File: src/rtl/pll_div_consts.svh
`ifndef PLL_DIV_CONSTS_SVH
`define PLL_DIV_CONSTS_SVH

// address byte, first received bit in bit 0
`define ADDR_IN_DIVIDER     8'h28
`define ADDR_IN_OUTPUT_SEL  8'h29
`define ADDR_OUT_READBACK   8'h2A

`define FRAME_BITS          5'h18

// divider-settings frame fields
`define FLD_DIVISOR_LSB     0
`define FLD_BAND_SEL        16
`define FLD_DIV_MODE        17
// output-select frame field
`define FLD_OUT_SEL_LSB     0

`define SWALLOW_MIN         16'h0110
`define SWALLOW_MAX         16'hFFFF
`define DIRECT_MIN          16'h0004
`define DIRECT_MAX          16'h0FFF

`define RST_DIVISOR         16'h0110
`define RST_BAND_SEL        1'h0
`define RST_DIV_MODE        1'h1
`define RST_OUT_SEL         3'h0

`define OUT_SEL_SETTINGS    3'h0
`define OUT_SEL_COUNT       3'h1

`endif

File: src/rtl/pll_div_pkg.sv
package pll_div_pkg;
	typedef enum logic [2:0] {
		SER_ADDR     = 3'h0,
		SER_IN_DIV   = 3'h1,
		SER_IN_OSEL  = 3'h2,
		SER_OUT      = 3'h3,
		SER_SKIP     = 3'h4
	} ser_state_e;
endpackage

File: src/rtl/pll_divider_input_select.sv
`include "pll_div_consts.svh"
// Behaviour
// band select 1 sends the high-band input through a divide-by-two prescaler into the swallow counter.
// high-band settings 272 to 65535 are accepted and the overall ratio is twice the setting.
// band select 0 takes the divider input from the low-band input.
// low band with divide mode 1 feeds the swallow counter directly, settings 272 to 65535, ratio equals setting.
// low band with divide mode 0 feeds a 12-bit direct divider, settings 4 to 4095, ratio equals setting.
// the controller holds chip enable high for the whole of every data transfer.
// the serial clock from the controller times both sampled input bits and shifted output bits.
// the serial data input line is the only path for control settings.
// the data output line carries content chosen by a three-bit output-select field.
// a power-on reset puts all control settings in their initial state before programming.
// each transfer starts with an 8-bit address byte selecting write or read-back.
// new divider settings take effect only when a complete input transfer has ended.
module pll_divider_input_select (
	input  wire logic        clk_in,
	input  wire logic        sys_rst_in,
	input  wire logic        chip_enable_in,
	input  wire logic        serial_clock_line_in,
	input  wire logic        serial_in_line_in,
	input  wire logic        high_band_osc_input_in,
	input  wire logic        low_band_osc_input_in,
	output logic             serial_out_line_out,
	output logic             serial_out_oe_n_out,
	output logic             band_input_select_out,
	output logic             low_band_divide_mode_out,
	output logic [15:0]      divisor_out,
	output logic [2:0]       output_content_select_out,
	output logic             divided_pulse_out
);
	localparam int IX_CE   = 0;
	localparam int IX_SCLK = 1;
	localparam int IX_SDI  = 2;
	localparam int IX_HB   = 3;
	localparam int IX_LB   = 4;

	function automatic logic divisor_ok(input logic [15:0] d, input logic band, input logic mode);
		if (band || mode)
			divisor_ok = (d >= `SWALLOW_MIN) && (d <= `SWALLOW_MAX);
		else
			divisor_ok = (d >= `DIRECT_MIN) && (d <= `DIRECT_MAX);
	endfunction

	// input synchronisers: stage 1 feeds stage 2 only
	logic [4:0] sync1_r;
	logic [4:0] sync2_r;
	logic [4:0] prev_r;
	logic       ce_rise;
	logic       ce_fall;
	logic       sclk_rise;
	logic       sclk_fall;
	logic       hb_rise;
	logic       lb_rise;

	always_ff @(posedge clk_in) begin
		if (sys_rst_in) begin
			sync1_r <= 5'h00;
			sync2_r <= 5'h00;
			prev_r  <= 5'h00;
		end else begin
			sync1_r <= {low_band_osc_input_in, high_band_osc_input_in, serial_in_line_in,
			            serial_clock_line_in, chip_enable_in};
			sync2_r <= sync1_r;
			prev_r  <= sync2_r;
		end
	end

	always_comb begin
		ce_rise   = sync2_r[IX_CE] & ~prev_r[IX_CE];
		ce_fall   = ~sync2_r[IX_CE] & prev_r[IX_CE];
		sclk_rise = sync2_r[IX_SCLK] & ~prev_r[IX_SCLK];
		sclk_fall = ~sync2_r[IX_SCLK] & prev_r[IX_SCLK];
		hb_rise   = sync2_r[IX_HB] & ~prev_r[IX_HB];
		lb_rise   = sync2_r[IX_LB] & ~prev_r[IX_LB];
	end

	// serial port and active settings
	pll_div_pkg::ser_state_e state_r, state_nxt;
	logic [7:0]  addr_r, addr_nxt;
	logic [23:0] shift_r, shift_nxt;
	logic [4:0]  bit_cnt_r, bit_cnt_nxt;
	logic [23:0] out_word_r, out_word_nxt;
	logic        sdo_r, sdo_nxt;
	logic        oe_n_r, oe_n_nxt;
	logic [15:0] divisor_r, divisor_nxt;
	logic        band_r, band_nxt;
	logic        mode_r, mode_nxt;
	logic [2:0]  osel_r, osel_nxt;
	logic        applied_nxt;
	logic [15:0] count_r, count_nxt;
	logic        presc_r, presc_nxt;
	logic        pulse_r, pulse_nxt;

	always_comb begin
		state_nxt    = state_r;
		addr_nxt     = addr_r;
		shift_nxt    = shift_r;
		bit_cnt_nxt  = bit_cnt_r;
		out_word_nxt = out_word_r;
		sdo_nxt      = sdo_r;
		oe_n_nxt     = oe_n_r;
		divisor_nxt  = divisor_r;
		band_nxt     = band_r;
		mode_nxt     = mode_r;
		osel_nxt     = osel_r;
		applied_nxt  = 1'h0;
		case (state_r)
			pll_div_pkg::SER_ADDR: begin
				// address byte clocked in while enable is low
				if (sclk_rise && !sync2_r[IX_CE])
					addr_nxt = {sync2_r[IX_SDI], addr_r[7:1]};
				if (ce_rise) begin
					bit_cnt_nxt = 5'h00;
					shift_nxt   = 24'h000000;
					case (addr_r)
						`ADDR_IN_DIVIDER:    state_nxt = pll_div_pkg::SER_IN_DIV;
						`ADDR_IN_OUTPUT_SEL: state_nxt = pll_div_pkg::SER_IN_OSEL;
						`ADDR_OUT_READBACK: begin
							// read-back word picked by output select
							state_nxt = pll_div_pkg::SER_OUT;
							case (osel_r)
								`OUT_SEL_SETTINGS: out_word_nxt = {6'h00, mode_r, band_r, divisor_r};
								`OUT_SEL_COUNT:    out_word_nxt = {8'h00, count_r};
								default:           out_word_nxt = 24'h000000;
							endcase
						end
						default:             state_nxt = pll_div_pkg::SER_SKIP;
					endcase
				end
			end
			pll_div_pkg::SER_IN_DIV, pll_div_pkg::SER_IN_OSEL: begin
				// data sampled on serial clock rising edge
				// settings arrive only on the serial input
				if (sclk_rise) begin
					shift_nxt = {sync2_r[IX_SDI], shift_r[23:1]};
					if (bit_cnt_r != 5'h1F)
						bit_cnt_nxt = bit_cnt_r + 5'h01;
				end
				// transfer closes when enable drops
				if (ce_fall) begin
					state_nxt = pll_div_pkg::SER_ADDR;
					addr_nxt  = 8'h00;
					// only a whole frame changes the settings
					if (bit_cnt_r == `FRAME_BITS) begin
						if (state_r == pll_div_pkg::SER_IN_OSEL) begin
							osel_nxt = shift_r[`FLD_OUT_SEL_LSB +: 3];
						end else if (divisor_ok(shift_r[`FLD_DIVISOR_LSB +: 16], shift_r[`FLD_BAND_SEL],
						                        shift_r[`FLD_DIV_MODE])) begin
							// out-of-range divisors leave the old setting active
							divisor_nxt = shift_r[`FLD_DIVISOR_LSB +: 16];
							band_nxt    = shift_r[`FLD_BAND_SEL];
							mode_nxt    = shift_r[`FLD_DIV_MODE];
							applied_nxt = 1'h1;
						end
					end
				end
			end
			pll_div_pkg::SER_OUT: begin
				oe_n_nxt = 1'h0;
				sdo_nxt  = out_word_r[0];
				// next output bit after each falling serial clock
				if (sclk_fall)
					out_word_nxt = {1'h0, out_word_r[23:1]};
				if (ce_fall) begin
					state_nxt = pll_div_pkg::SER_ADDR;
					addr_nxt  = 8'h00;
					oe_n_nxt  = 1'h1;
					sdo_nxt   = 1'h0;
				end
			end
			pll_div_pkg::SER_SKIP: begin
				if (ce_fall) begin
					state_nxt = pll_div_pkg::SER_ADDR;
					addr_nxt  = 8'h00;
				end
			end
			default: state_nxt = pll_div_pkg::SER_ADDR;
		endcase
	end

	// divider datapath
	always_comb begin
		logic tick;
		tick      = 1'h0;
		presc_nxt = presc_r;
		count_nxt = count_r;
		pulse_nxt = 1'h0;
		if (band_r) begin
			// high band passes the divide-by-two prescaler first
			if (hb_rise) begin
				presc_nxt = ~presc_r;
				tick      = presc_r;
			end
		end else begin
			// low band input chosen
			tick = lb_rise;
		end
		if (applied_nxt) begin
			count_nxt = 16'h0000;
			presc_nxt = 1'h0;
		end else if (tick) begin
			// swallow path counts full 16 bits
			// direct path uses only the 12-bit setting
			if ((band_r || mode_r) ? (count_r >= divisor_r - 16'h0001)
			                       : (count_r[11:0] >= divisor_r[11:0] - 12'h001)) begin
				count_nxt = 16'h0000;
				pulse_nxt = 1'h1;
			end else begin
				count_nxt = count_r + 16'h0001;
			end
		end
	end

	always_ff @(posedge clk_in) begin
		// reset places settings in their initial state
		if (sys_rst_in) begin
			state_r    <= pll_div_pkg::SER_ADDR;
			addr_r     <= 8'h00;
			shift_r    <= 24'h000000;
			bit_cnt_r  <= 5'h00;
			out_word_r <= 24'h000000;
			sdo_r      <= 1'h0;
			oe_n_r     <= 1'h1;
			divisor_r  <= `RST_DIVISOR;
			band_r     <= `RST_BAND_SEL;
			mode_r     <= `RST_DIV_MODE;
			osel_r     <= `RST_OUT_SEL;
			count_r    <= 16'h0000;
			presc_r    <= 1'h0;
			pulse_r    <= 1'h0;
		end else begin
			state_r    <= state_nxt;
			addr_r     <= addr_nxt;
			shift_r    <= shift_nxt;
			bit_cnt_r  <= bit_cnt_nxt;
			out_word_r <= out_word_nxt;
			sdo_r      <= sdo_nxt;
			oe_n_r     <= oe_n_nxt;
			divisor_r  <= divisor_nxt;
			band_r     <= band_nxt;
			mode_r     <= mode_nxt;
			osel_r     <= osel_nxt;
			count_r    <= count_nxt;
			presc_r    <= presc_nxt;
			pulse_r    <= pulse_nxt;
		end
	end

	always_comb begin
		serial_out_line_out       = sdo_r;
		serial_out_oe_n_out       = oe_n_r;
		band_input_select_out     = band_r;
		low_band_divide_mode_out  = mode_r;
		divisor_out               = divisor_r;
		output_content_select_out = osel_r;
		divided_pulse_out         = pulse_r;
	end
endmodule

File: config.mk
export PLATFORM = sky130hd
export DESIGN_NAME = pll_divider_input_select
export DESIGN_NICKNAME = d
export VERILOG_FILES = /design/src/rtl/pll_div_pkg.sv /design/src/rtl/pll_divider_input_select.sv
export VERILOG_INCLUDE_DIRS = /design/src /design/src/rtl
export SDC_FILE = /design/constraint.sdc
export NUM_CORES = 1
export LEC_CHECK = 0
export ABC_CLOCK_PERIOD_IN_PS = 4100
export BUFFER_PORTS_ARGS = -buffer_cell sky130_fd_sc_hd__buf_2
export CORE_ASPECT_RATIO = 0.5
export CORE_UTILIZATION = 45
export CTS_CLUSTER_SIZE = 10
export DETAILED_ROUTE_END_ITERATION = 8
export PLACE_DENSITY = 0.69
export SYNTH_ARGS = -nofsm -noshare
export SYNTH_HDL_FRONTEND = slang
export SYNTH_SLANG_ARGS = --single-unit
File: constraint.sdc
create_clock -name clk_in -period 4.1 [get_ports clk_in]
set_input_delay 0.205 -clock clk_in [delete_from_list [all_inputs] [get_ports clk_in]]
set_output_delay 0.205 -clock clk_in [all_outputs]
set_load 0.005 [all_outputs]
==> results_dict.tcl <==
set metrics [dict create \
    status "finished, final reports clean" \
    num_rows 27 \
    slew_headroom_pct 17.63 \
    regToRegStartpoint "divisor_out[2]$_SDFFE_PP0P_" \
    netlist_instances 625 \
    avgSynthCellArea_um2 8.502 \
    crit_path_frequent_cell "nor2_1" \
    initial_core_util_pct 47.24 \
    fmax_ghz 0.3059 \
    vias_per_cell 5.468 \
    yosys_register_bits 113 \
    min_from "chip_enable_in" \
    netlist_area_um2 5314 \
    worst_pin_slew_ps 1229 \
    grt_max_degree 54 \
    r2r_cells 12 \
    ys.flop_type "dfxtp_1" \
    n_antenna_cell 0 \
    cp_max_fo 16 \
    tritoncts "yes" \
    grt_usage_pct 20.68 \
    cts_root_buf "clkbuf_16" \
    regToRegSetupSlack_ps 830 \
    synth-edff-count 0 \
    ys_seq_area_share_pct 42.57 \
    hold_viol 0 \
    required_ps 4430 \
    path_buf_inv 0 \
    cp-end-kind "flip-flop" \
    drc 0 \
    grt_pass1_wl_um 19850 \
    io_buffers 30 \
    nFillCells 1020 \
    ys_top_cells_by_area "dfxtp_1 (43%), nor2_1 (6.1%), nand2_1 (5.0%), ha_1 (4.9%), a21oi_1 (4.9%)" \
    cts_made_buffers 17 \
    start_kind "flip-flop" \
    clkLatencyLatePin_ps 410 \
    ant_nets 0 \
    totalWireLength_um 11860 \
    vdd_drop_max_v 0.0002415 \
    post_drt_wl_per_cell_um 14.51 \
    cts_setup_buffers 0 \
    clk_pin_slew_worst_paths_ps 50 \
    p_leak_uw 0.002391 \
    timing.critical_path.arrival_ps 3600 \
    routed-via-count 4467 \
    report.final.slew_viol_count 0 \
    drtPass1Iterations 4 \
    path_class "flip-flop to flip-flop" \
    finalWorstSetupSlack_ps 831.3 \
    r2r-end "count_r[4]$_SDFFE_PP0P_" \
    holdBufCountCts 0 \
    place_ws_ps 877.8 \
    crit_start "divisor_out[2]$_SDFFE_PP0P_" \
    core_area_um2 11250 \
    grt_overflow 0 \
    fp.dieArea_um2 12270 \
    cts_resized 0 \
    syn_to_final_growth_pct 15.63 \
    cp_cell_sequence "nor2_1 -> nand3_1 -> nor4_1 -> nand3b_1 -> xor2_1 -> ha_1 -> a21oi_1 -> o22ai_1 -> a2111oi_0 -> o31a_1 -> o21bai_4 -> nor2_1" \
    antenna_found_initial 0 \
    first_global_vias 4019 \
    whs_path_depth 2 \
    syn-num-nets 653 \
    hold_path.class "input pin to flip-flop" \
    path_delay_family "simple AND/OR/NAND/NOR gates" \
    fin_nets 673 \
    die_h_um 78.84 \
    cts_buffer_depth 2 \
    synth.lib_cells_used.distinct 53 \
    drv_cap 0 \
    drt_iter0_drc 285 \
    cts.sinks 113 \
    drive_above_1_share_pct 11.55 \
    die_x_um 155.7 \
    period_share_pct 79.72 \
    fin_crit_ps 3269 \
    finalSetupTns_ps 0 \
    rsz0062_at_grt "no" \
    io_pins 31 \
    dp_hpwl_um 7813 \
    async_reset_ff_share_pct 0 \
    skew_ps 15.42 \
    htreeDepth 4 \
    cp_slowest_cell "nor4_1" \
    setup_viol 0 \
    yosys.area.top_type "dfxtp_1" \
    gp_congestion 0.8047 \
    yosysWarnings 0 \
    min_to "sync1_r[0]$_SDFF_PP0_" \
    p_per_area_nw_per_um2 429.8 \
    synth_top_area_share_pct 42.57 \
    cpPeakStageDelay_ps 660 \
]
==> through the flow <==
step                total power, uW  cells  area, um2  util [%]  hold WS, ps
CTS                            2661    817       6145     54.62        3.602
floorplan                      1177    625       5314         -        333.2
detailed placement             1191    785       5550     49.34        424.7
global placement               1190    785       5550     49.34        418.4
global route                   2732    817       6145     54.62        5.597
finish                         2641    817       6145     54.62        13.61
==> per-layer routing <==
| layer | GRT usage [%] | vias to the layer above | share of wire [%] |
|---|---|---|---|
| met1 | 28.09 | 2139 | 51 |
| li1 | - | 2247 | - |
| met2 | 31.43 | 69 | 44 |
| met4 | 8.431 | 0 | 1.5 |
| met5 | 0 | - | 0 |
| met3 | 5.131 | 12 | 3.9 |
==> synthesized netlist by cell type, types with 3 or more instances <==
cell type  instances
o21ai_0           10
nand3_1           33
nor3_1            12
xnor2_1           11
nand3b_1           5
nand2_1           71
clkbuf_1          23
o31ai_1            4
dfxtp_1          113
ha_1              21
inv_1              7
nor2_1            86
a221oi_1          17
a211oi_1           3
buf_2              7
nor2b_1           19
mux2i_1           19
or3_1             22
and3_1             4
a21o_1             3
xor2_1            20
nor4_1             4
nand4_1            7
a22oi_1            9
and4_1             3
a21oi_1           52
nand2b_1           7
==> registers in the layout (all words and copies together) (netlist names) <==
| signal | count |
|---|---|
| sync1_r | 5 |
| count_r | 16 |
| divided_pulse_out | 1 |
| bit_cnt_r | 5 |
| serial_out_line_out | 1 |
| addr_r | 8 |
| output_content_select_out | 3 |
| divisor_out | 16 |
| shift_r | 24 |
| presc_r | 1 |
| state_r | 3 |
| out_word_r | 18 |
| serial_out_oe_n_out | 1 |
| prev_r | 4 |
| low_band_divide_mode_out | 1 |
| band_input_select_out | 1 |
| sync2_r | 5 |
==> cells in the final DEF (no fill, tap or decap), drive strengths merged, types with 9 or more instances in the layout <==
master / instances
a221oi: 18
dfxtp: 113
a22oi: 9
xnor2: 11
clkbuf: 19
xor2: 20
nand2: 71
buf: 34
mux2i: 19
nor3: 14
nand3: 33
o21ai: 11
nor2b: 19
nor2: 86
ha: 21
or3: 22
a21oi: 53
==> worst max-delay path by stage <==
stage	to	slack (ps)	depth (start not counted)
global route	count_r[4]$_SDFFE_PP0P_	460	12
CTS	count_r[4]$_SDFFE_PP0P_	830	12
finish	count_r[4]$_SDFFE_PP0P_	830	12
detailed placement	count_r[13]$_SDFFE_PP0P_	880	12
floorplan	count_r[0]$_SDFFE_PP0P_	1230	13
global placement	count_r[13]$_SDFFE_PP0P_	980	12
==> cells by family (layout without fill, tap and decap cells) <==
logic type / count (synthesis) / count (layout) / synth area share, %
mux: 19 / 19 / 3.579
compound gates: 112 / 112 / 13.89
simple gates: 289 / 289 / 26.63
xor+xnor: 31 / 31 / 5.109
flops: 113 / 113 / 42.57
buf+inv: 40 / 73 / 3.273
fa+ha+maj: 21 / 21 / 4.945
==> final cells by class <==
| cell class | count | area (um2) | share of cell area [%] |
|---|---|---|---|
| Clock buffer | 19 | 432.9 | 7.045 |
| Clock inverter | 13 | 161.4 | 2.627 |
| Inverter | 7 | 26.28 | 0.4276 |
| Multi-Input combinational cell | 472 | 2883 | 46.92 |
| Sequential cell | 113 | 2262 | 36.82 |
| Tap cell | 159 | 198.9 | 3.238 |
| Timing Repair Buffer | 34 | 180.2 | 2.932 |
==> power breakdown <==
group | switching, uW | leakage [uW] | internal, uW | total, uW
logic | 38.2 | 0.00120 | 15.8 | 54.0
clock network | 520 | 0.000279 | 954 | 1470
registers | 7.06 | 0.000913 | 1110 | 1110
total | 565 | 0.00239 | 2080 | 2640
==> worst register-to-register path, stage by stage, from the launching register on <==
cell and delay [ps]:
dfxtp_1 360, nor2_1 160, nand3_1 110, nor4_1 660
nand3b_1 170, xor2_1 180, ha_1 310, a21oi_1 160
o22ai_1 80, a2111oi_0 360, o31a_1 280, o21bai_4 180
nor2_1 190
Power figures use the tool's default switching activity.
